`config.mk`:
```
export PLATFORM = sky130hd
export DESIGN_NAME = pif_irq_flags
export DESIGN_NICKNAME = d
export VERILOG_FILES = /design/src/logic/pif_irq_flags.v /design/src/logic/pif_sticky.v
export VERILOG_INCLUDE_DIRS = /design/src /design/src/logic
export SDC_FILE = /design/constraint.sdc
export NUM_CORES = 1
export LEC_CHECK = 0
export BUFFER_PORTS_ARGS = -buffer_cell sky130_fd_sc_hd__buf_2
export CAP_MARGIN = 20
export CORE_MARGIN = 1
export CORE_UTILIZATION = 53
export CTS_BUF_LIST = sky130_fd_sc_hd__clkbuf_4
export DETAILED_ROUTE_END_ITERATION = 16
export HOLD_SLACK_MARGIN = 0.12
export PLACE_DENSITY_LB_ADDON = 0.3
export SYNTH_ARGS = -nofsm -noshare
export SYNTH_HDL_FRONTEND = slang
export SYNTH_HIERARCHICAL = 1
export SYNTH_SLANG_ARGS = --single-unit
```
`constraint.sdc`:
```
create_clock -name clk_in -period 3.8 [get_ports clk_in]
set_input_delay 0.57 -clock clk_in [delete_from_list [all_inputs] [get_ports clk_in]]
set_output_delay 0.57 -clock clk_in [all_outputs]
set_load 0.005 [all_outputs]
```
`src/logic/pif_regs.vh`:
```
// Summary of operation
// - Timer-2 period match sets flag bit one
// - Timer-1 overflow sets flag bit zero
// - Second enable register sits at 8Dh
// - Enable bit three gates bus collision interrupt
// - Enable bit zero gates capture/compare-2 interrupt
// - Bits 7,5,2,1 read zero, ignore writes
// - Flags set regardless of any enable
// - I2C master collision sets bus collision flag
`ifndef PIF_REGS_VH
`define PIF_REGS_VH
// ----------------------------------------
// Register indices (byte address = 4 * index)
// ----------------------------------------
`define PIF_IDX_FLAGS_ONE 8'h0C
`define PIF_IDX_ENABLE_TWO 8'h8D
`define PIF_IDX_FLAGS_TWO 8'h0D
`define PIF_IDX_IRQ_STATUS 8'hF0
`define PIF_IDX_IRQ_MASK 8'hF1
// ----------------------------------------
// Field positions
// ----------------------------------------
`define PIF_BIT_T1_OVF 0
`define PIF_BIT_T2_MATCH 1
`define PIF_BIT_CCP2 0
`define PIF_BIT_BUSCOL 3
`define PIF_BIT_EEWR 4
`define PIF_BIT_RSVD6 6
`define PIF_EN2_WMASK 8'h59
`define PIF_FLG2_MASK 8'h19
// ----------------------------------------
// Reset values
// ----------------------------------------
`define PIF_RST_BYTE 8'h00
`endif

```
`src/logic/pif_irq_flags.v`:
```
// The Avalon-MM slave port was chosen for this implementation.
`timescale 1ns/10ps
`default_nettype none
`include "pif_regs.vh"
module pif_irq_flags
(
    // Clock and reset
    input wire clk_in,
    input wire resetn_in,
    // Avalon-MM slave
    input wire [9:0] avs_address_in,
    input wire avs_read_in,
    input wire avs_write_in,
    input wire [31:0] avs_writedata_in,
    input wire [3:0] avs_byteenable_in,
    output reg [31:0] avs_readdata_out,
    output wire avs_waitrequest_out,
    // Peripheral events
    input wire [7:0] timer2_count_in,
    input wire [7:0] timer2_period_in,
    input wire timer1_wrap_in,
    input wire capcomp2_event_in,
    input wire bus_collision_in,
    input wire i2c_master_mode_in,
    input wire eeprom_write_done_in,
    // Interrupt outputs
    output wire periph_irq_out,
    output wire irq_out
);
    // ----------------------------------------
    // Bus decode
    // ----------------------------------------
    reg ack_q;
    wire [7:0] idx = avs_address_in[9:2];
    wire req = avs_read_in | avs_write_in;
    wire wr = avs_write_in & ack_q & avs_byteenable_in[0];
    wire rd_go = avs_read_in & ~ack_q;
    // Hold one wait cycle, then accept
    assign avs_waitrequest_out = req & ~ack_q;
    always @(posedge clk_in or negedge resetn_in)
    begin
        if (!resetn_in)
            ack_q <= 1'b0;
        else
            ack_q <= req & ~ack_q;
    end

    function sel;
        input [7:0] a;
        input [7:0] b;
        begin
            sel = (a == b);
        end
    endfunction

    // ----------------------------------------
    // Enable register two
    // ----------------------------------------
    reg [7:0] en2_q;
    always @(posedge clk_in or negedge resetn_in)
    begin
        if (!resetn_in)
            en2_q <= `PIF_RST_BYTE;
        else if (wr && sel(idx, `PIF_IDX_ENABLE_TWO))
            en2_q <= avs_writedata_in[7:0] & `PIF_EN2_WMASK;
    end

    // ----------------------------------------
    // Event detection
    // ----------------------------------------
    reg t2_eq_q;
    wire t2_eq = (timer2_count_in == timer2_period_in);
    always @(posedge clk_in or negedge resetn_in)
    begin
        if (!resetn_in)
            t2_eq_q <= 1'b0;
        else
            t2_eq_q <= t2_eq;
    end
    // Flag on entry to match, regardless of enables
    wire [7:0] set1 = {6'h00, t2_eq & ~t2_eq_q, timer1_wrap_in};
    wire [7:0] set2 = {3'h0, eeprom_write_done_in, bus_collision_in & i2c_master_mode_in,
                       2'h0, capcomp2_event_in};

    // ----------------------------------------
    // Flag registers
    // ----------------------------------------
    wire [7:0] wr_flg1 = (wr && sel(idx, `PIF_IDX_FLAGS_ONE)) ? 8'hFF : 8'h00;
    wire [7:0] wr_flg2 = (wr && sel(idx, `PIF_IDX_FLAGS_TWO)) ? `PIF_FLG2_MASK : 8'h00;
    wire [7:0] flg1;
    wire [7:0] flg2;
    // Software clears by writing zero
    pif_sticky #(.W(8)) u_flg1
    (
        .clk_in(clk_in),
        .resetn_in(resetn_in),
        .set_in(set1 & 8'h03),
        .clr_in(wr_flg1 & ~avs_writedata_in[7:0] & 8'h03),
        .flag_out(flg1)
    );
    pif_sticky #(.W(8)) u_flg2
    (
        .clk_in(clk_in),
        .resetn_in(resetn_in),
        .set_in(set2),
        .clr_in(wr_flg2 & ~avs_writedata_in[7:0]),
        .flag_out(flg2)
    );

    // Request to global enable logic
    assign periph_irq_out = |(flg2 & en2_q & `PIF_FLG2_MASK);

    // ----------------------------------------
    // Interrupt status and mask
    // ----------------------------------------
    reg [7:0] imask_q;
    wire [7:0] ist;
    wire [7:0] ev = {3'h0, set2[`PIF_BIT_EEWR], set2[`PIF_BIT_BUSCOL], set2[`PIF_BIT_CCP2], set1[1:0]};
    wire [7:0] wr_ist = (wr && sel(idx, `PIF_IDX_IRQ_STATUS)) ? avs_writedata_in[7:0] : 8'h00;
    pif_sticky #(.W(8)) u_ist
    (
        .clk_in(clk_in),
        .resetn_in(resetn_in),
        .set_in(ev),
        .clr_in(wr_ist & 8'h1F),
        .flag_out(ist)
    );
    always @(posedge clk_in or negedge resetn_in)
    begin
        if (!resetn_in)
            imask_q <= `PIF_RST_BYTE;
        else if (wr && sel(idx, `PIF_IDX_IRQ_MASK))
            imask_q <= avs_writedata_in[7:0] & 8'h1F;
    end
    assign irq_out = |(ist & imask_q);

    // ----------------------------------------
    // Read data
    // ----------------------------------------
    always @(posedge clk_in or negedge resetn_in)
    begin
        if (!resetn_in)
            avs_readdata_out <= 32'h0000_0000;
        else if (rd_go)
        begin
            case (idx)
                `PIF_IDX_FLAGS_ONE: avs_readdata_out <= {24'h00_0000, flg1};
                `PIF_IDX_ENABLE_TWO: avs_readdata_out <= {24'h00_0000, en2_q};
                `PIF_IDX_FLAGS_TWO: avs_readdata_out <= {24'h00_0000, flg2};
                `PIF_IDX_IRQ_STATUS: avs_readdata_out <= {24'h00_0000, ist};
                `PIF_IDX_IRQ_MASK: avs_readdata_out <= {24'h00_0000, imask_q};
                default: avs_readdata_out <= 32'h0000_0000;
            endcase
        end
    end
endmodule // pif_irq_flags
`default_nettype wire

```
`src/logic/pif_sticky.v`:
```
`timescale 1ns/10ps
`default_nettype none
// ----------------------------------------
// Sticky flag bank: set wins over clear
// ----------------------------------------
module pif_sticky
#(
    parameter W = 8
)
(
    // Clock and reset
    input wire clk_in,
    input wire resetn_in,
    // Set and clear
    input wire [W-1:0] set_in,
    input wire [W-1:0] clr_in,
    // State
    output wire [W-1:0] flag_out
);
    reg [W-1:0] flag_q;
    genvar i;
    // One flop per bit
    generate
        for (i = 0; i < W; i = i + 1)
        begin : g_bit
            always @(posedge clk_in or negedge resetn_in)
            begin
                if (!resetn_in)
                    flag_q[i] <= 1'b0;
                else if (set_in[i])
                    flag_q[i] <= 1'b1;
                else if (clr_in[i])
                    flag_q[i] <= 1'b0;
            end
        end
    endgenerate
    assign flag_out = flag_q;
endmodule // pif_sticky
`default_nettype wire

```
* Word level (Yosys, flattened, before mapping) *
Cells that the tools add are included.

word-level totals
  register bits = 53
  output and inout bits = 35

cells by class
  equal/unequal tests = 6
  multiplexer cells = 24
  bitwise logic cells = 14
  reductions and logical operators = 17

operators by type and width
  cell                                                                    number
  7-bit one-hot mux with 5 select lines                                   1
  8-bit equality test (second input constant)                             3
  1-bit 2-to-1 mux                                                        20
  2-bit nonzero test                                                      10
  8-bit by 4-bit equality test with 1-bit output (second input constant)  2
  5-bit AND                                                               3
  5-bit 2-to-1 mux                                                        2
  8-bit equality test                                                     1
  8-bit OR reduction                                                      1
  1-bit AND                                                               6
  1-bit logical AND                                                       5
  5-bit NOT                                                               1
  3-bit OR reduction                                                      1
  2-bit AND                                                               1
  2-bit 2-to-1 mux                                                        1
  1-bit NOT                                                               2
  1-bit OR                                                                1

* Depth between registers and ports, before layout *
Gate-level depths: netlist of run 1.

  word-level depth = 7
  mapped depth = 8
  depth with buffers taken out = 6

* Modules after synthesis *
Netlist of run 1, hierarchy kept.

by module, submodules not included
  module         instances  cells an instance  area each (µm²)
  pif_irq_flags  1          150                1437.6
  pif_sticky     3          24                 290.3

* Worst setup path before layout of run 1 *
OpenSTA, ideal clock, no wires.

  kind = input to register
  from = input avs_address_in[3]
  to = register u_flg1.flag_q[0] (netlist: u_flg1/flag_out[0])
  arrival time = 1.910 ns
  path slack = 1.772 ns
  stages on the path = 6
  path through = or4_4 > or3_1 > buf_6 > nor4_1 > inv_1 > a21o_1

on the way
  word-level cells in the longest chain between the ends = 5

RTL lines
  what                                            line                text
  from (decl)                                     pif_irq_flags.v:11  input wire [9:0] avs_address_in,
  8-bit by 4-bit equality test with 1-bit output  pif_irq_flags.v:52  sel = (a == b);
  1-bit logical AND                               pif_irq_flags.v:88  wire [7:0] wr_flg1 = (wr && sel(idx, `PIF_IDX_FLAGS_ONE)) ? 8'hFF : 8'h00;
  2-bit 2-to-1 mux                                pif_irq_flags.v:88
  2-bit AND                                       pif_irq_flags.v:98  .clr_in(wr_flg1 & ~avs_writedata_in[7:0] & 8'h03),
  2-bit nonzero test (no line)                    --
  to (signal, indexed assignment)                 pif_sticky.v:29     flag_q[i] <= 1'b0;
  to (signal, indexed assignment)                 pif_sticky.v:31     flag_q[i] <= 1'b1;
  to (signal, indexed assignment)                 pif_sticky.v:33     flag_q[i] <= 1'b0;
  to (decl)                                       pif_sticky.v:20     reg [W-1:0] flag_q;

Every way passes these cells.
A chain may end at the register's enable or synchronous reset.

* Final worst setup path of run 1 *
  from = input avs_address_in[2]
  to = register imask_q[2]

on the way
  word-level cells in the longest chain between the ends = 2

RTL lines
  what                  line                 text
  8-bit equality test   pif_irq_flags.v:52
  1-bit logical AND     pif_irq_flags.v:132  else if (wr && sel(idx, `PIF_IDX_IRQ_MASK))
  to (signal assigned)  pif_irq_flags.v:131  imask_q <= `PIF_RST_BYTE;
  to (signal assigned)  pif_irq_flags.v:133  imask_q <= avs_writedata_in[7:0] & 8'h1F;
  to (decl)             pif_irq_flags.v:116  reg [7:0] imask_q;

Every way passes these cells.

==> results of run 1 <==
-- kinds of logic after synthesis --
group,synth area share
XOR/XNOR,0.03035
multiplexers,0.1024
flip-flops,0.4661
AND/OR/NAND/NOR,0.09215
buffers and inverters,0.1398
AO/OA/AOI/OAI,0.1675
other,0.001624
-- per-stage QoR --
step	worst slack [ps]	util
CTS	1791	0.6565
finish	1790	0.6565
global placement	1493	0.6378
floorplan	1772	-
detailed placement	1404	0.6378
global route	1686	0.6565
-- registers in the layout (all words and copies together) (netlist names) --
| signal | count |
|---|---|
| t2_eq_q | 1 |
| u_flg1/flag_out | 8 |
| ack_q | 1 |
| imask_q | 5 |
| avs_readdata_out | 8 |
| en2_q | 4 |
| u_ist/flag_out | 8 |
| u_flg2/flag_out | 8 |
-- layer usage --
layer / wire, um / GRT usage / vias up
li1: - / - / 839
met1: 1828 / 0.2377 / 780
met2: 2123 / 0.3578 / 64
met3: 270 / 0.06000 / 9
met4: 53 / 0.05469 / 0
met5: 0 / 0 / -
-- synth_stat cells, types with 3 or more instances --
master	n	area, sq um
o21ai_2	4	35.03
buf_2	3	15.01
o21ai_0	4	20.02
inv_1	29	108.9
mux2_2	13	146.4
nand2_1	11	41.29
nor3_1	6	30.03
nor2_1	5	18.77
and2_1	6	37.54
nand4_1	3	18.77
dfrtp_1	43	1076
xnor2_1	8	70.07
o22a_1	5	43.79
mux2i_1	9	90.09
a21o_1	25	187.7
a22oi_1	5	37.54
buf_4	24	180.2
-- power groups by stage --
| stage | Sequential [W] | Clock [W] | Combinational (W) |
|---|---|---|---|
| after floorplan | 0.000494 | 0 | 0.0000808 |
| after global placement | 0.000496 | 0 | 0.000104 |
| after detailed placement | 0.000497 | 0 | 0.000108 |
| after CTS | 0.000488 | 0.000289 | 0.000108 |
| after global routing | 0.000491 | 0.000307 | 0.000123 |
| final | 0.000488 | 0.000284 | 0.000107 |
-- area by class of cell --
type / count / area share
Sequential cell: 43 / 0.4011
Clock inverter: 3 / 0.01446
Timing Repair Buffer: 51 / 0.09608
Multi-Input combinational cell: 171 / 0.4104
Inverter: 29 / 0.04058
Clock buffer: 5 / 0.01399
Tap cell: 50 / 0.02332
-- worst max-delay path by stage --
stage | cells past startpoint | slack, ps | end
2_1_floorplan | 6 | 1770 | u_flg1/flag_out[0]
3_3_place_gp | 6 | 1490 | u_flg2/flag_out[3]
3_5_place_dp | 4 | 1400 | imask_q[2]
4_1_cts | 4 | 1790 | imask_q[2]
5_1_grt | 4 | 1690 | imask_q[1]
6_report | 4 | 1790 | imask_q[2]
-- worst max-delay path, stage by stage --
cell and delay (ps):
buf_2 410, nand4_1 400, nor2_1 470, mux2_2 380
==> results.toml, run 1 <==
[outcome]
outcome = "complete, no violations"

[synth]
post_synth_num_cell_types = 33
yosys_most_used_dff = "dfrtp_1"
synth_enable_flop_cells = 0
ys_seq_area_frac = 0.4661
async_reset_ff_frac = 1.000
synthCells = 222
syn_area_per_cell_sq_um = 10.40
ys_seq_elements = 43
synth.cell_area_sq_um = 2308
synth-warning-count = 6

[clock_tree]
cts.path.max_buffers = 2
cts_tree = "done"
postCtsSetupBuffers = 0
clkTransAtPathRegs_ps = 140
clkSinkCount = 43
worstSkewPairLatency_ps = 360
cts_hold_buffers = 0
cts_buffers = 5
ctsResizeCount = 0
cts-root-buf = "clkbuf_4"
htreeDepth = 2

[sta]
fin_crit_sh = 0.5290
finalHoldViolCount = 0
fin_setup_tns_ps = 0
timing.fmax_mhz = 497.4
grt_setup_unrepaired = "no"
worst_slew_pin_slew_ps = 940.2
max_slew_margin = 0.3732
slew_violations = 0
period_minus_slack_ps = 2010
clock_skew_ps = 14.37
finalSetupViolCount = 0
worst_hold_slack_ps = 336.4

[detailed_routing]
drt_iter0_drc = 91
drt_pass1_iterations = 5
totalWireLength_mm = 4.276
routed_via_density = 4.807
postRouteAntennaNets = 0
vias = 1692
post_drt_wl_per_cell_um = 12.15
drc_errors = 0

[finish]
finalNonFillerCells = 352
drive_gt1_frac = 0.2649
nFillCells = 348
multi_input_area_sq_um = 1101
design_area_sq_um = 2683
num_antenna_cells = 0
area_growth_pct = 16.21
nets = 372
layout_commonest_cell = "conb_1"
layout_common_cells = "52 x conb_1, 50 x buf_2, 43 x dfrtp_1, 29 x inv_1, 25 x a21o_1"
regArea_sq_um = 1076

[floorplan]
dieArea_sq_um = 4623
rows = 23
initial_core_util = 0.5649
coreArea_sq_um = 4086
dieWidth_um = 68.00
ioPinCount = 106
die-height_um = 68.00

[setup_path]
critPathArrivalTime_ps = 2260
cp.required_ps = 4050
critPathMaxFanout = 22
reg2reg_depth = 3
worstSetupStartpoint = "avs_address_in[2]"
start_kind = "input port"
reg2reg_from = "ack_q"
r2r-end = "imask_q[2]"
worstSetupPathType = "input port to flip-flop"
rrSetupSlack_ps = 2160
end_kind = "flip-flop"

[power_and_ir_drop]
swShare = 0.2473
finalPower_w = 0.0008779
clkPwrFrac = 0.323
p_seq_frac = 0.556
comb_power_share = 0.122
power_leakage_nw = 1.329
peakVddDrop_mv = 0.2112
cellPowerDensity_nw_per_um2 = 327.3
internal-power_w = 0.0006608
power_switching_w = 0.0002171

[placement]
place_area_sq_um = 2606
dpl.hpwl_mm = 3.263
dp.cells = 344
gp_congestion = 0.7530
io_buffers = 50

[global_route]
grt_pass1_vias = 1601
grt_overflow = 0
grt_pass1_wl_mm = 6.886
grtUsageTotal = 0.2029
antenna_found_initial = 0
grt_max_degree = 44

[flow_run]
maxCapViolCount = 0

[min_path]
hold_path_class = "input port to asynchronous set/reset pin"
No activity file was read; power rests on OpenSTA's default activity.
==> run 2, diff against run 1 <==
--- a/config.mk
+++ b/config.mk
@@ -6,10 +6,11 @@
 export SDC_FILE = /design/constraint.sdc
 export NUM_CORES = 1
 export LEC_CHECK = 0
+export ABC_AREA = 1
 export BUFFER_PORTS_ARGS = -buffer_cell sky130_fd_sc_hd__buf_2
 export CAP_MARGIN = 20
 export CORE_MARGIN = 1
-export CORE_UTILIZATION = 53
+export CORE_UTILIZATION = 50
 export CTS_BUF_LIST = sky130_fd_sc_hd__clkbuf_4
 export DETAILED_ROUTE_END_ITERATION = 16
 export HOLD_SLACK_MARGIN = 0.12
==> constraint.sdc (replaced) <==
create_clock -name clk_in -period 1.9 [get_ports clk_in]
set_input_delay 0.285 -clock clk_in [delete_from_list [all_inputs] [get_ports clk_in]]
set_output_delay 0.285 -clock clk_in [all_outputs]
set_load 0.005 [all_outputs]
==> results.toml, run 2 <==
[detailed_routing]
drt_iter0_drc = 102
routed_via_density = 4.285
postRouteAntennaNets = 0
totalWireLength_mm = 5.001
drt_pass1_iterations = 4
vias = 2194
post_drt_wl_per_cell_um = 9.768
drc_errors = 0

[sta]
fin_setup_tns_ps = 0
timing.fmax_mhz = 619.3
fin_crit_sh = 0.8498
clock_skew_ps = 6.609
period_minus_slack_ps = 1615
slew_violations = 0
finalSetupViolCount = 0
worst_hold_slack_ps = 180.5
finalHoldViolCount = 0
grt_setup_unrepaired = "no"

[outcome]
outcome = "complete, no violations"

[synth]
post_synth_num_cell_types = 25
synth_most_common_cell = "nand2_1"
syn_area_per_cell_sq_um = 7.103
synth_top_area_cell = "dfrtp_1"
synth.area.mux_share = 0
synth_top_area_share = 0.4255
async_reset_ff_frac = 1.000
synthSimpleGateAreaFrac = 0.3370
synth_xor_area_frac = 0.01039
synth_area_leaders = "dfrtp_1 43%, nand2_1 16%, inv_1 11%"
synth.cell_area_sq_um = 2529
yosys_most_used_dff = "dfrtp_1"
synthAdderAreaFrac = 0
synth_enable_flop_cells = 0
ys_seq_area_frac = 0.4255
synth-warning-count = 6
synth_top_family_by_area = "simple AND/OR/NAND/NOR gates"
synth_compound_area_frac = 0.03315
synthCells = 356
ys_seq_elements = 43
synth.top_cells.by_count = "110 x nand2_1, 73 x inv_1, 43 x dfrtp_1"

[global_route]
grt_max_degree = 44
grt_pass1_vias = 2121
antenna_found_initial = 0
grt_pass1_wl_mm = 8.907
grtUsageTotal = 0.2205
grt_overflow = 0

[finish]
nets = 515
drive_gt1_frac = 0.1753
layout_commonest_cell = "nand2_1"
area_growth_pct = 17.86
nFillCells = 467
num_antenna_cells = 0
layout_common_cells = "110 x nand2_1, 73 x inv_1, 52 x conb_1, 50 x buf_2, 43 x dfrtp_1"
final_core_util = 0.6227

[clock_tree]
cts.path.max_buffers = 2
cts_buffers = 5
clkSinkCount = 43
clkTransAtPathRegs_ps = 120
cts_tree = "done"
htreeDepth = 2
cts-root-buf = "clkbuf_4"
worstSkewPairLatency_ps = 350

[setup_path]
critPathArrivalTime_ps = 1330
max_stage_delay_ps = 420
cp.required_ps = 1620
crit_chain = "nand2_1, nand2_1, a221oi_1, nand2_1, buf_2"
worst_path_most_repeated_cell = "nand2_1"
crit_path_top_delay_cell = "dfrtp_1"
worstSetupPathType = "flip-flop to output port"
end_kind = "output port"
critPathMaxFanout = 3
start_kind = "flip-flop"

[power_and_ir_drop]
cellPowerDensity_nw_per_um2 = 565.6
peakVddDrop_mv = 0.3418
power_leakage_nw = 1.618

[placement]
dpl.hpwl_mm = 3.891
io_buffers = 50
gp_congestion = 0.8176

[floorplan]
rows = 25
dieArea_sq_um = 5346
coreArea_sq_um = 4786
initial_core_util = 0.5284
die-height_um = 73.12
dieWidth_um = 73.12
ioPinCount = 106

[flow_run]
maxCapViolCount = 0

[min_path]
hold_path_class = "input port to flip-flop"
run 2: changes by cell type after synthesis, sizes merged, moves of 13 or more:
cell,previous run,this run
a21o,25,0
nand2,11,114
inv,29,74
nand3,1,23
nor2,5,32
mux2,13,0
run 2: layer usage:
layer / up-vias / global-route usage / part of all wire
met2: 52 / 0.3745 / 0.49
li1: 1171 / - / -
met5: - / 0 / 0
met1: 964 / 0.2764 / 0.46
met4: 0 / 0.07407 / 0.017
met3: 7 / 0.04972 / 0.036
run 2: cell type report:
type | count | area [sq um] | share of cell area
tap | 67 | 83.83 | 0.02813
clock inverter | 2 | 7.507 | 0.002519
multi-input combinational | 262 | 1157 | 0.3883
timing repair buffer | 58 | 332.8 | 0.1117
sequential | 43 | 1076 | 0.3610
inverter | 74 | 277.8 | 0.09320
clock buffer | 6 | 45.04 | 0.01511
run 2: through the flow:
step / total power, W / instance area [sq um] / cells / setup WS (ps)
CTS: 0.001702 / 2980 / 512 / 264.9
global route: 0.001794 / 2980 / 512 / 162.4
global placement: 0.001250 / 2888 / 500 / 401.5
finish: 0.001686 / 2980 / 512 / 285.4
floorplan: 0.001176 / 2720 / 407 / 762.8
detailed placement: 0.001256 / 2888 / 500 / 405.7
run 2: worst max-delay path: cells and delay by family, from the launching register on:
family          cells  cell delay (ps)
simple gates        3              210
buf+inv             1              130
compound gates      1              200
flops               1              420
run 2: cells by family after synthesis:
family | count (synthesis)
buffers and inverters | 102
DFF | 43
AOI/OAI and AO/OA | 16
and+or+nand+nor | 191
xor gates and xnor gates | 3
other | 1
run 2: repair_timing:
item,in CTS,in global routing
gates resized for setup,0,0
setup buffers,0,0
setup endpoints to repair,0,0
hold buffers,4,0
hold endpoints to repair,49,0
run 2: where the power goes:
group	internal (W)	leakage [nW]	switching [W]
logic	0.000104	1.08	0.000153
clock network	0.000152	0.0307	0.000289
registers	0.000961	0.505	0.0000270
total	0.00122	1.62	0.000469
run 2: final timing paths:
kind | from | slack [ps] | cells after the start | to
setup / recovery | u_ist/flag_out[1] | 290 | 5 | irq_out
hold / removal | avs_writedata_in[2] | 180 | 3 | imask_q[2]
setup reg to reg | ack_q | 640 | 6 | u_ist/flag_out[3]
hold reg to reg | ack_q | 470 | 1 | ack_q
max in group asynchronous | resetn_in | 1280 | 3 | u_flg1/flag_out[6]
min in group asynchronous | resetn_in | 410 | 3 | en2_q[4]
==> run 3, diff against run 2 <==
==> constraint.sdc (replaced) <==
create_clock -name clk_in -period 1.6 [get_ports clk_in]
set_input_delay 0.24 -clock clk_in [delete_from_list [all_inputs] [get_ports clk_in]]
set_output_delay 0.24 -clock clk_in [all_outputs]
set_load 0.005 [all_outputs]
==> results.toml, run 3 (same netlist as run 2, synthesis figures left out) <==
[outcome]
outcome = "complete, no violations"

[setup_path]
endpoint = "irq_out"
reg2reg_from = "ack_q"
rrSetupSlack_ps = 330
worstSetupStartpoint = "u_ist/flag_out[1]"
worstSetupPathType = "flip-flop to output port"
r2r-end = "u_ist/flag_out[3]"
critPathArrivalTime_ps = 1290
reg2reg_depth = 6
cp.required_ps = 1360
end_kind = "output port"
start_kind = "flip-flop"
critPathMaxFanout = 3

[finish]
drive_gt1_frac = 0.1903
layout_common_cells = "110 x nand2_1, 73 x inv_1, 52 x conb_1, 50 x buf_2, 43 x dfrtp_1"
final_core_util = 0.6405
layout_commonest_cell = "nand2_1"
nFillCells = 454
nets = 522
num_antenna_cells = 0
finalNonFillerCells = 519
area_growth_pct = 21.23

[sta]
max_slew_margin = 0.6619
grt_setup_unrepaired = "yes"
worst_slew_pin_slew_ps = 507.2
fin_setup_tns_ps = 0
slew_violations = 0
timing.fmax_mhz = 654.6
fin_crit_sh = 0.9547
clock_skew_ps = 6.057
finalHoldViolCount = 0
worst_hold_slack_ps = 152.3
finalSetupViolCount = 0
period_minus_slack_ps = 1528

[detailed_routing]
post_drt_wl_per_cell_um = 10.04
routed_via_density = 4.368
drc_errors = 0
vias = 2267
postRouteAntennaNets = 0
totalWireLength_mm = 5.212
drt_pass1_iterations = 4
drt_iter0_drc = 102

[min_path]
hold_path_class = "input port to flip-flop"
hp-start = "avs_writedata_in[1]"
whs_path_depth = 3

[clock_tree]
htreeDepth = 2
clkTransAtPathRegs_ps = 130
clkSinkCount = 43
cts-root-buf = "clkbuf_4"
cts_buffers = 5
worstSkewPairLatency_ps = 350
cts.path.max_buffers = 2
cts_tree = "done"

[placement]
dp.cells = 503
io_buffers = 50
gp_congestion = 0.8632
dpl.hpwl_mm = 4.177

[power_and_ir_drop]
cellPowerDensity_nw_per_um2 = 709.1
internal-power_w = 0.001598
power_switching_w = 0.0005758
power_leakage_nw = 1.667
finalPower_w = 0.002174
swShare = 0.2649
comb_power_share = 0.148
clkPwrFrac = 0.312
p_seq_frac = 0.541
peakVddDrop_mv = 0.4293

[global_route]
grtUsageTotal = 0.2212
grt_overflow = 0
grt_max_degree = 24
grt_pass1_wl_mm = 8.907
grt_pass1_vias = 2084
antenna_found_initial = 0

[floorplan]
coreArea_sq_um = 4786
initial_core_util = 0.5284
die-height_um = 73.12
rows = 25
dieArea_sq_um = 5346
dieWidth_um = 73.12
ioPinCount = 106

[flow_run]
maxCapViolCount = 0
run 3: cell types whose count changed in the layout (fill, tap and decap cells not counted), sizes merged:
cell	before	now
buf	54	60
bufinv	0	1
clkbuf	6	5
dlygate4sd3	4	5
run 3: metal layers:
layer / vias up / wire [um] / global-route usage
met2: 63 / 2630 / 0.3837
met3: 4 / 249 / 0.04558
met1: 1016 / 2271 / 0.2733
met4: 0 / 60 / 0.07407
li1: 1184 / - / -
met5: - / 0 / 0
run 3: what timing repair did:
item                       in CTS  in global routing
hold buffers                    5                  0
setup endpoints to repair       0                  1
resized for setup               0                  1
hold endpoints to repair       27                  0
buffers inserted                0                  3
run 3: how the worst min path moves through the flow:
stage            endpoint  slack (ps)
6_report       imask_q[1]         150
5_1_grt        imask_q[2]         140
4_1_cts        imask_q[1]         140
3_5_place_dp     en2_q[4]         230
3_3_place_gp     en2_q[4]         240
2_1_floorplan       ack_q         -60
run 3: critical path, cell delays in order (launching register included):
cell and delay, ps:
dfrtp_1 430, nand2_1 80, nand2_1 60, a221oi_2 160, nand2_1 90, buf_2 130
run 3: power groups by stage:
stage,sequential [W],clock [W],combinational (W)
2_1_floorplan,0.00119,0,0.000208
3_3_place_gp,0.00119,0,0.000295
3_5_place_dp,0.00120,0,0.000302
4_1_cts,0.00118,0.000699,0.000313
5_1_grt,0.00118,0.000752,0.000376
6_report,0.00118,0.000678,0.000321
run 3: area by class of cell:
type | count | area, sq um | area share
multi-input cells | 262 | 1164 | 0.3796
inverters | 74 | 277.8 | 0.09061
clock buffers | 5 | 37.54 | 0.01224
clock inverters | 3 | 38.79 | 0.01265
repair buffers | 65 | 387.9 | 0.1265
well taps | 67 | 83.83 | 0.02735
flip-flops and latches | 43 | 1076 | 0.3510
run 3: through the flow:
stage | setup slack [ps] | cell area, sq um
3_3_place_gp | 216.8 | 2910
3_5_place_dp | 168.7 | 2910
4_1_cts | 2.243 | 3037
2_1_floorplan | 507.8 | 2720
5_1_grt | -35.63 | 3065
6_report | 72.43 | 3065
